==> config.mk <==
export PLATFORM = sky130hd
export DESIGN_NAME = efp_rx_filter
export DESIGN_NICKNAME = d
export VERILOG_FILES = /design/src/rtl/efp_rx_filter.v
export VERILOG_INCLUDE_DIRS = /design/src /design/src/include
export SDC_FILE = /design/constraint.sdc
export NUM_CORES = 2
export LEC_CHECK = 0
export BUFFER_PORTS_ARGS = -buffer_cell sky130_fd_sc_hd__buf_2
export CORE_ASPECT_RATIO = 0.5
export CORE_MARGIN = 2
export CORE_UTILIZATION = 40
export DETAILED_ROUTE_END_ITERATION = 16
export PLACE_DENSITY_LB_ADDON = 0.12
export SYNTH_ARGS = -nofsm -noshare
export SYNTH_HDL_FRONTEND = slang
export SYNTH_HIERARCHICAL = 1
export SYNTH_SLANG_ARGS = --single-unit
==> constraint.sdc <==
create_clock -name CLK -period 12.84 [get_ports CLK]
set_input_delay 2.568 -clock CLK [delete_from_list [all_inputs] [get_ports CLK]]
set_output_delay 2.568 -clock CLK [all_outputs]
set_load 0.02 [all_outputs]
==> src/include/efp_map.vh <==
// Constants for the receive address filter and parser
// What this block does
// - Hold one station address in two 32-bit words; accept frames addressed to it.
// - On station miss with extended features on, try four extra addresses.
// - Accept broadcast when enabled; accept everything when promiscuous.
// - Basic mode puts every accepted frame in one single queue.
// - Without promiscuous or broadcast, drop frames matching no address.
// - Extended mode classifies on MAC, IP and TCP/UDP header fields.
// - Extended mode spreads frames over several receive queues.
// - Eight descriptor rings are the bins; matched frames go only there.
// - Parse commands extract fields, looked up in a key/termination hash table.
// - Signal transmit events to the host cores.
// - Signal receive errors to the host cores.
// - Handle untagged frames: preamble, delimiter, addresses, type, payload, check.
// - Line side may be any supported MII variant at its rate.
`ifndef EFP_MAP_VH
`define EFP_MAP_VH

// ------------------------------------------------------------------
// Frame layout (byte indices after the delimiter)
// ------------------------------------------------------------------
`define EFP_PREAMBLE     8'h55
`define EFP_SFD          8'hd5
`define EFP_HDR_BYTES    38
`define EFP_POS_DST      0
`define EFP_POS_SRC      6
`define EFP_POS_TYPE     12
`define EFP_POS_IPPROTO  23
`define EFP_POS_IPSRC    26
`define EFP_POS_IPDST    30
`define EFP_POS_L4SRC    34
`define EFP_POS_L4DST    36
`define EFP_MIN_LEN      11'h040
`define EFP_MAX_LEN      11'h5ee
`define EFP_TYPE_IP      16'h0800
`define EFP_PROTO_TCP    8'h06
`define EFP_PROTO_UDP    8'h11

// ------------------------------------------------------------------
// Check sequence
// ------------------------------------------------------------------
`define EFP_CRC_POLY     32'hedb88320
`define EFP_CRC_INIT     32'hffffffff
`define EFP_CRC_RESIDUE  32'hdebb20e3

// ------------------------------------------------------------------
// Status bit positions and reset values
// ------------------------------------------------------------------
`define EFP_RX_FCS       0
`define EFP_RX_ALIGN     1
`define EFP_RX_SHORT     2
`define EFP_RX_LONG      3
`define EFP_RX_OVERRUN   4
`define EFP_RX_BUSY      5
`define EFP_RX_STAT_RST  6'h00
`define EFP_TX_STAT_RST  7'h00

`endif

==> src/rtl/efp_rx_filter.v <==
// Receive address filter, header parser and frame descriptor queue
`timescale 1ns/100ps
`include "efp_map.vh"

// ------------------------------------------------------------------
// Descriptor FIFO with registered output stage
// ------------------------------------------------------------------
module efp_fifo #(
  parameter WIDTH = 14,
  parameter DEPTH = 16,
  parameter AW    = 4
) (
  input  wire             clk,
  input  wire             reset,
  input  wire             in_valid,
  output wire             in_ready,
  input  wire [WIDTH-1:0] in_data,
  output reg              out_valid,
  input  wire             out_ready,
  output reg  [WIDTH-1:0] out_data
);
  reg [WIDTH-1:0] mem [0:DEPTH-1];
  reg [AW-1:0]    wp_q;
  reg [AW-1:0]    rp_q;
  reg [AW:0]      cnt_q;
  wire            push = in_valid & in_ready;
  wire            pop  = (cnt_q != {(AW+1){1'b0}}) & (~out_valid | out_ready);

  assign in_ready = (cnt_q != DEPTH[AW:0]);

  // Storage write, no reset needed
  always @(posedge clk) begin
    if (push) begin
      mem[wp_q] <= in_data;
    end
  end

  // Pointers, fill count and output stage
  always @(posedge clk or posedge reset) begin
    if (reset) begin
      wp_q      <= {AW{1'b0}};
      rp_q      <= {AW{1'b0}};
      cnt_q     <= {(AW+1){1'b0}};
      out_valid <= 1'b0;
      out_data  <= {WIDTH{1'b0}};
    end else begin
      if (push) begin
        wp_q <= wp_q + 1'b1;
      end
      if (pop) begin
        rp_q      <= rp_q + 1'b1;
        out_data  <= mem[rp_q];
        out_valid <= 1'b1;
      end else if (out_ready) begin
        out_valid <= 1'b0;
      end
      cnt_q <= cnt_q + {{AW{1'b0}}, push} - {{AW{1'b0}}, pop};
    end
  end
endmodule // efp_fifo

// ------------------------------------------------------------------
// Top: filter, parser, error flags
// ------------------------------------------------------------------
module efp_rx_filter #(
  parameter TBL_AW = 4,
  parameter QDEPTH = 16
) (
  input  wire         CLK,
  input  wire         RESET,
  input  wire         RX_DV,
  input  wire [7:0]   RX_D,
  input  wire         RX_ER,
  input  wire         RX_ODD,
  input  wire [31:0]  STATION_HI,
  input  wire [31:0]  STATION_LO,
  input  wire [191:0] EXTRA_ADDR,
  input  wire         EXT_FEAT_EN,
  input  wire         BCAST_EN,
  input  wire         PROMISC_EN,
  input  wire         PARSE_EN,
  input  wire [7:0]   KEY_SEL,
  input  wire         DEF_RING_EN,
  input  wire [2:0]   DEF_RING,
  input  wire [7:0]   RING_FREE,
  input  wire         TBL_WR,
  input  wire [3:0]   TBL_IDX,
  input  wire [31:0]  TBL_KEY,
  input  wire [2:0]   TBL_RING,
  input  wire         TBL_VLD,
  input  wire [6:0]   TX_EVT,
  input  wire [6:0]   TX_CLR,
  input  wire [5:0]   RX_CLR,
  output wire         Q_VALID,
  input  wire         Q_READY,
  output wire [2:0]   Q_RING,
  output wire [10:0]  Q_LEN,
  output reg  [6:0]   TX_STAT,
  output reg  [5:0]   RX_STAT,
  output reg          EVT_IRQ
);
  localparam ST_IDLE = 2'd0;
  localparam ST_PRE  = 2'd1;
  localparam ST_BODY = 2'd2;

  reg  [1:0]   state_q;
  reg  [10:0]  len_q;
  reg  [31:0]  crc_q;
  reg  [303:0] hdr_q;
  reg          bad_q;
  reg          odd_q;
  reg  [31:0]  tkey_q [0:(1<<TBL_AW)-1];
  reg  [2:0]   tring_q [0:(1<<TBL_AW)-1];
  reg  [(1<<TBL_AW)-1:0] tvld_q;

  // Bytewise reflected CRC-32 update
  function [31:0] crc_byte;
    input [31:0] c;
    input [7:0]  d;
    integer      i;
    reg   [31:0] r;
    begin
      r = c ^ {24'h000000, d};
      for (i = 0; i < 8; i = i + 1) begin
        r = r[0] ? ((r >> 1) ^ `EFP_CRC_POLY) : (r >> 1);
      end
      crc_byte = r;
    end
  endfunction

  // Fold a 48-bit value into 32 bits
  function [31:0] fold48;
    input [47:0] x;
    begin
      fold48 = {16'h0000, x[47:32]} ^ x[31:0];
    end
  endfunction

  // ------------------------------------------------------------------
  // Receive state machine: byte stream from any MII variant
  // ------------------------------------------------------------------
  wire frame_end = (state_q == ST_BODY) & ~RX_DV;

  always @(posedge CLK or posedge RESET) begin
    if (RESET) begin
      state_q <= ST_IDLE;
      len_q   <= 11'h000;
      crc_q   <= `EFP_CRC_INIT;
      hdr_q   <= {304{1'b0}};
      bad_q   <= 1'b0;
      odd_q   <= 1'b0;
    end else begin
      case (state_q)
        ST_IDLE: begin
          if (RX_DV && RX_D == `EFP_PREAMBLE) begin
            state_q <= ST_PRE;
          end
        end
        ST_PRE: begin // Preamble then delimiter
          len_q <= 11'h000;
          crc_q <= `EFP_CRC_INIT;
          bad_q <= 1'b0;
          odd_q <= 1'b0;
          if (!RX_DV) begin
            state_q <= ST_IDLE;
          end else if (RX_D == `EFP_SFD) begin
            state_q <= ST_BODY;
          end else if (RX_D != `EFP_PREAMBLE) begin
            state_q <= ST_IDLE;
          end
        end
        ST_BODY: begin
          if (RX_DV) begin
            crc_q <= crc_byte(crc_q, RX_D);
            if (len_q != 11'h7ff) begin
              len_q <= len_q + 11'h001;
            end
            if (len_q < `EFP_HDR_BYTES) begin // Keep the header bytes
              hdr_q <= {hdr_q[295:0], RX_D};
            end
            bad_q <= bad_q | RX_ER;
            odd_q <= odd_q | RX_ODD;
          end else begin
            state_q <= ST_IDLE;
          end
        end
        default: state_q <= ST_IDLE;
      endcase
    end
  end

  // ------------------------------------------------------------------
  // Header field extraction
  // ------------------------------------------------------------------
  wire [47:0] f_dst   = hdr_q[(37-`EFP_POS_DST)*8-40 +: 48];
  wire [47:0] f_src   = hdr_q[(37-`EFP_POS_SRC)*8-40 +: 48];
  wire [15:0] f_type  = hdr_q[(37-`EFP_POS_TYPE)*8-8 +: 16];
  wire [7:0]  f_proto = hdr_q[(37-`EFP_POS_IPPROTO)*8 +: 8];
  wire [31:0] f_ipsrc = hdr_q[(37-`EFP_POS_IPSRC)*8-24 +: 32];
  wire [31:0] f_ipdst = hdr_q[(37-`EFP_POS_IPDST)*8-24 +: 32];
  wire [15:0] f_l4src = hdr_q[(37-`EFP_POS_L4SRC)*8-8 +: 16];
  wire [15:0] f_l4dst = hdr_q[(37-`EFP_POS_L4DST)*8-8 +: 16];
  wire        is_ip   = (f_type == `EFP_TYPE_IP);
  wire        is_l4   = is_ip & ((f_proto == `EFP_PROTO_TCP) | (f_proto == `EFP_PROTO_UDP));

  // ------------------------------------------------------------------
  // Address filter
  // ------------------------------------------------------------------
  wire [3:0] extra_hit;
  genvar g;
  generate
    for (g = 0; g < 4; g = g + 1) begin : g_extra
      assign extra_hit[g] = (f_dst == EXTRA_ADDR[g*48 +: 48]);
    end
  endgenerate

  wire sta_hit  = (f_dst == {STATION_HI[15:0], STATION_LO});
  wire bc_hit   = BCAST_EN & (f_dst == 48'hffffffffffff);
  // Misses with neither broadcast nor promiscuous are discarded
  wire addr_ok  = PROMISC_EN | bc_hit | sta_hit |
                  (EXT_FEAT_EN & (|extra_hit));

  // ------------------------------------------------------------------
  // Key build and hash lookup
  // ------------------------------------------------------------------
  wire [31:0] key = (KEY_SEL[0] ? fold48(f_dst) : 32'h0) ^
                    (KEY_SEL[1] ? fold48(f_src) : 32'h0) ^
                    (KEY_SEL[2] ? {16'h0000, f_type} : 32'h0) ^
                    ((KEY_SEL[3] & is_ip) ? f_ipsrc : 32'h0) ^
                    ((KEY_SEL[4] & is_ip) ? f_ipdst : 32'h0) ^
                    ((KEY_SEL[5] & is_ip) ? {24'h000000, f_proto} : 32'h0) ^
                    ((KEY_SEL[6] & is_l4) ? {16'h0000, f_l4src} : 32'h0) ^
                    ((KEY_SEL[7] & is_l4) ? {f_l4dst, 16'h0000} : 32'h0);
  wire [15:0] k16   = key[31:16] ^ key[15:0];
  wire [7:0]  k8    = k16[15:8] ^ k16[7:0];
  wire [3:0]  hidx  = k8[7:4] ^ k8[3:0];
  wire [TBL_AW-1:0] tidx = hidx[TBL_AW-1:0];
  wire        thit  = tvld_q[tidx] & (tkey_q[tidx] == key);

  // Termination table written by software
  always @(posedge CLK) begin
    if (TBL_WR) begin
      tkey_q[TBL_IDX[TBL_AW-1:0]]  <= TBL_KEY;
      tring_q[TBL_IDX[TBL_AW-1:0]] <= TBL_RING;
    end
  end

  always @(posedge CLK or posedge RESET) begin
    if (RESET) begin
      tvld_q <= {(1<<TBL_AW){1'b0}};
    end else if (TBL_WR) begin
      tvld_q[TBL_IDX[TBL_AW-1:0]] <= TBL_VLD;
    end
  end

  // ------------------------------------------------------------------
  // Ring choice and frame verdict
  // ------------------------------------------------------------------
  wire [2:0] ring = !PARSE_EN ? 3'd0 :
                    thit ? tring_q[tidx] : DEF_RING;
  wire parse_ok   = !PARSE_EN | thit | DEF_RING_EN;
  wire crc_bad    = (crc_q != `EFP_CRC_RESIDUE) | bad_q;
  wire too_short  = (len_q < `EFP_MIN_LEN);
  wire too_long   = (len_q > `EFP_MAX_LEN);
  wire frame_good = ~crc_bad & ~odd_q & ~too_short & ~too_long;
  wire want       = frame_end & frame_good & addr_ok & parse_ok;
  wire no_buf     = ~RING_FREE[ring];
  wire q_ready;
  wire push       = want & ~no_buf & q_ready;

  efp_fifo #(
    .WIDTH (14),
    .DEPTH (QDEPTH),
    .AW    (4)
  ) u_queue (
    .clk       (CLK),
    .reset     (RESET),
    .in_valid  (push),
    .in_ready  (q_ready),
    .in_data   ({ring, len_q}),
    .out_valid (Q_VALID),
    .out_ready (Q_READY),
    .out_data  ({Q_RING, Q_LEN})
  );

  // ------------------------------------------------------------------
  // Sticky event flags; a new event beats a clear
  // ------------------------------------------------------------------
  wire [5:0] rx_evt;
  assign rx_evt[`EFP_RX_FCS]     = frame_end & crc_bad;
  assign rx_evt[`EFP_RX_ALIGN]   = frame_end & odd_q;
  assign rx_evt[`EFP_RX_SHORT]   = frame_end & too_short;
  assign rx_evt[`EFP_RX_LONG]    = frame_end & too_long;
  assign rx_evt[`EFP_RX_OVERRUN] = want & ~no_buf & ~q_ready;
  assign rx_evt[`EFP_RX_BUSY]    = want & no_buf;

  wire [5:0] rx_stat_d = (RX_STAT & ~RX_CLR) | rx_evt;
  wire [6:0] tx_stat_d = (TX_STAT & ~TX_CLR) | TX_EVT;

  always @(posedge CLK or posedge RESET) begin
    if (RESET) begin
      RX_STAT <= `EFP_RX_STAT_RST;
      TX_STAT <= `EFP_TX_STAT_RST;
      EVT_IRQ <= 1'b0;
    end else begin
      RX_STAT <= rx_stat_d;
      TX_STAT <= tx_stat_d;
      EVT_IRQ <= (|rx_stat_d) | (|tx_stat_d);
    end
  end
endmodule // efp_rx_filter

==> results.json <==
{
  "status": "finished, final reports clean",
  "clkPwrFrac_pct": 40.3,
  "dieArea_mm2": 0.140,
  "ctsHtreeMaxLevel": 3,
  "holdPathStages": 1,
  "post_dp_cell_area_mm2": 0.0589,
  "ioPinCount": 384,
  "combPwrFrac_pct": 9.0,
  "fp.dieW_um": 528,
  "rsz0062_at_grt": "no",
  "synth-edff-count": 784,
  "io_buffers": 367,
  "post-dp-hpwl_mm": 99.5,
  "dp_cells": 5973,
  "ys_ff_latch": 1193,
  "crit_required_ps": 13230,
  "startpoint_type": "primary input",
  "grt_antenna_before_repair": 11,
  "vias": 33500,
  "synth_top_cell_area_share_pct": 42.9,
  "regToRegStartpoint": "hdr_q[192]",
  "totalWireLength_mm": 157,
  "grt_first_pass_wirelength_mm": 228,
  "clock_skew_ps": 37.0,
  "worst_pin_slew_ps": 1150,
  "r2r_cells": 27,
  "grtUsageMet1_pct": 31.2,
  "synth_area_mm2": 0.0548,
  "synth_top_area_cell": "edfxtp_1",
  "crit_end": "u_queue/mem[11][9]",
  "multiInputGateArea_mm2": 0.0199,
  "routabilityCongestion": 0.863,
  "r2r_end": "u_queue/mem[11][9]",
  "seq_area_mm2": 0.0338,
  "synth_warnings": 6,
  "min_path_type": "reg -> reg",
  "arrival_ps": 11070,
  "max-slew-margin-rel_pct": 23.2,
  "use_met3_pct": 3.80,
  "cts_setup_buffers": 0,
  "avgSynthCellArea_um2": 14.0,
  "ant_nets": 0,
  "grt_max_degree": 184,
  "hold_buffers": 0,
  "period_share_pct": 83.2,
  "p_int_mw": 6.44,
  "p_sw_share_pct": 23.5,
  "cp_slowest_cell": "nor2_2",
  "fin_util_pct": 46.3,
  "synthTopCellsByArea": "edfxtp_1 43%, dfrtp_1 17%, mux2_2 6.6%, xnor2_1 5.5%, nand2_1 3.8%",
  "cts_buffer_depth": 3,
  "min_period_ps": 10680,
  "globalRouteOverflowTotal": 0,
  "instances_no_fill": 6185,
  "clkSinkCount": 1193,
  "synth.distinct_cells": 92,
  "path_max_fanout": 25,
  "met2_usage_pct": 35.6,
  "syn-num-nets": 4295,
  "clk_latency_ps": 730,
  "finalMaxSlewViolations": 0,
  "grtUsageTotal_pct": 22.0,
  "fp.dieH_um": 266,
  "hold_violations": 0,
  "p_seq_share_pct": 50.8,
  "yosys-top-cells-count": "784 x edfxtp_1, 549 x nand2_1, 377 x dfrtp_1",
  "rows": 95,
  "final_area_mm2": 0.0626,
  "synth_most_common_cell": "edfxtp_1",
  "area_growth_pct": 14.2,
  "drtIter0Drc": 2324,
  "cts_tree": "done",
  "drive_gt1_share_pct": 25.7,
  "n_fill_cell": 12100,
  "synth_ff_type": "edfxtp_1",
  "ir_worst_vdd_mv": 0.103,
  "setup_viol": 0,
  "cts-root-buf": "clkbuf_16",
  "max_freq_ghz": 0.0936,
  "nets": 4660,
  "cts_buffers": 111,
  "p_leak_nw": 24.2,
  "crit_top_cell": "buf_4",
  "start_util_pct": 40.6,
  "route.detailed.drc": 0,
  "synth_cells": 3927,
  "coreArea_mm2": 0.135,
  "grt_pass1_vias": 33800,
  "crit_start": "KEY_SEL[0]",
  "setup.worst_path.class": "in -> reg",
  "cts-resized-gates": 0,
  "critPathCaptureType": "flop",
  "async_flop_share_pct": 34.3,
  "critPathMaxStageDelay_ps": 790,
  "wl_per_cell_um": 25.3,
  "p_sw_mw": 1.98,
  "routed_via_density": 5.42,
  "synth_seq_area_share_pct": 61.7,
  "cap_viol_max_count": 0,
  "first_pass_iters": 6,
  "rrSetupSlack_ps": 3070,
  "busiest_layer": "met2",
  "p_per_area_mw_per_mm2": 134,
  "path_clk_slew_ps": 60,
  "tns_ps": 0
}
-- power by group through the flow --
stage                     clock [mW]  sequential (mW)  combinational (mW)
after floorplan                    0             4.34               0.539
after global placement             0             4.35               0.762
after detailed placement           0             4.35               0.771
after CTS                       3.47             4.27               0.775
after global routing            3.63             4.28               0.826
final                           3.39             4.27               0.757
-- critical path: cells and delay by family --
kind / cells / cell delay (ps)
compound gates: 6 / 1610
simple gates: 10 / 2990
xor+xnor: 5 / 2290
buf+inv: 6 / 1560
-- worst min-delay path by stage --
stage	startpoint	slack, ps	endpoint
2_1_floorplan	bad_q	470	bad_q
3_3_place_gp	u_queue/out_data[1]	460	u_queue/out_data[1]
3_5_place_dp	u_queue/out_data[1]	460	u_queue/out_data[1]
4_1_cts	u_queue/out_data[1]	480	u_queue/out_data[1]
5_1_grt	u_queue/out_data[4]	500	u_queue/out_data[4]
6_report	u_queue/out_data[13]	470	u_queue/out_data[13]
-- registers in the layout, indices dropped and copies added, names as in the netlist --
register           flops
tkey_q               512
hdr_q                304
u_queue/mem          224
tring_q               48
crc_q                 32
tvld_q                16
u_queue/out_data      14
len_q                 11
TX_STAT                7
RX_STAT                6
u_queue/cnt_q          5
u_queue/rp_q           4
u_queue/wp_q           4
state_q                2
EVT_IRQ                1
bad_q                  1
odd_q                  1
u_queue/out_valid      1
-- cell families after synthesis --
| group | Yosys count | share of synthesized area [%] |
|---|---|---|
| AND/OR/NAND/NOR | 983 | 8.43 |
| flip-flops | 1193 | 61.7 |
| buffers and inverters | 269 | 2.46 |
| adder cells (fa/ha/maj) | 13 | 0.310 |
| XOR/XNOR | 565 | 10.2 |
| multiplexers | 570 | 12.5 |
| AO/OA/AOI/OAI | 334 | 4.42 |
-- per-layer routing --
| layer | wire (um) | up-vias | part of all wire, % |
|---|---|---|---|
| met5 | 69 | - | 0.044 |
| met4 | 3340 | 12 | 2.1 |
| met3 | 8850 | 231 | 5.7 |
| met2 | 73000 | 905 | 47 |
| met1 | 71300 | 17200 | 46 |
| li1 | - | 15200 | - |
-- stage by stage --
stage | hold slack, ps | worst slack, ps | total power, mW
floorplan | 467 | 2920 | 4.88
global placement | 458 | 1670 | 5.11
detailed placement | 461 | 1550 | 5.12
CTS | 475 | 2300 | 8.52
global route | 498 | 1930 | 8.74
finish | 472 | 2160 | 8.42
-- layout by cell type (no fill, tap or decap), types with 63 or more instances in the layout --
master	count
clkbuf_16	112
xnor2_1	342
nor2_1	63
mux2i_1	187
dfrtp_1	375
xor2_1	172
buf_2	367
nand4_1	81
a21oi_1	81
buf_4	98
nand2_1	549
mux2_2	323
edfxtp_1	784
a32oi_1	74
-- final cells by class --
cell class / instances / area share (%)
tap: 1794 / 3.58
clock inverter: 61 / 1.06
clock buffer: 149 / 4.87
multi-input combinational: 2465 / 31.8
timing repair buffer: 475 / 4.43
antenna: 2 / 0.00799
inverter: 46 / 0.282
sequential: 1193 / 54.0
Note: power is estimated with default switching activity, not from simulation.
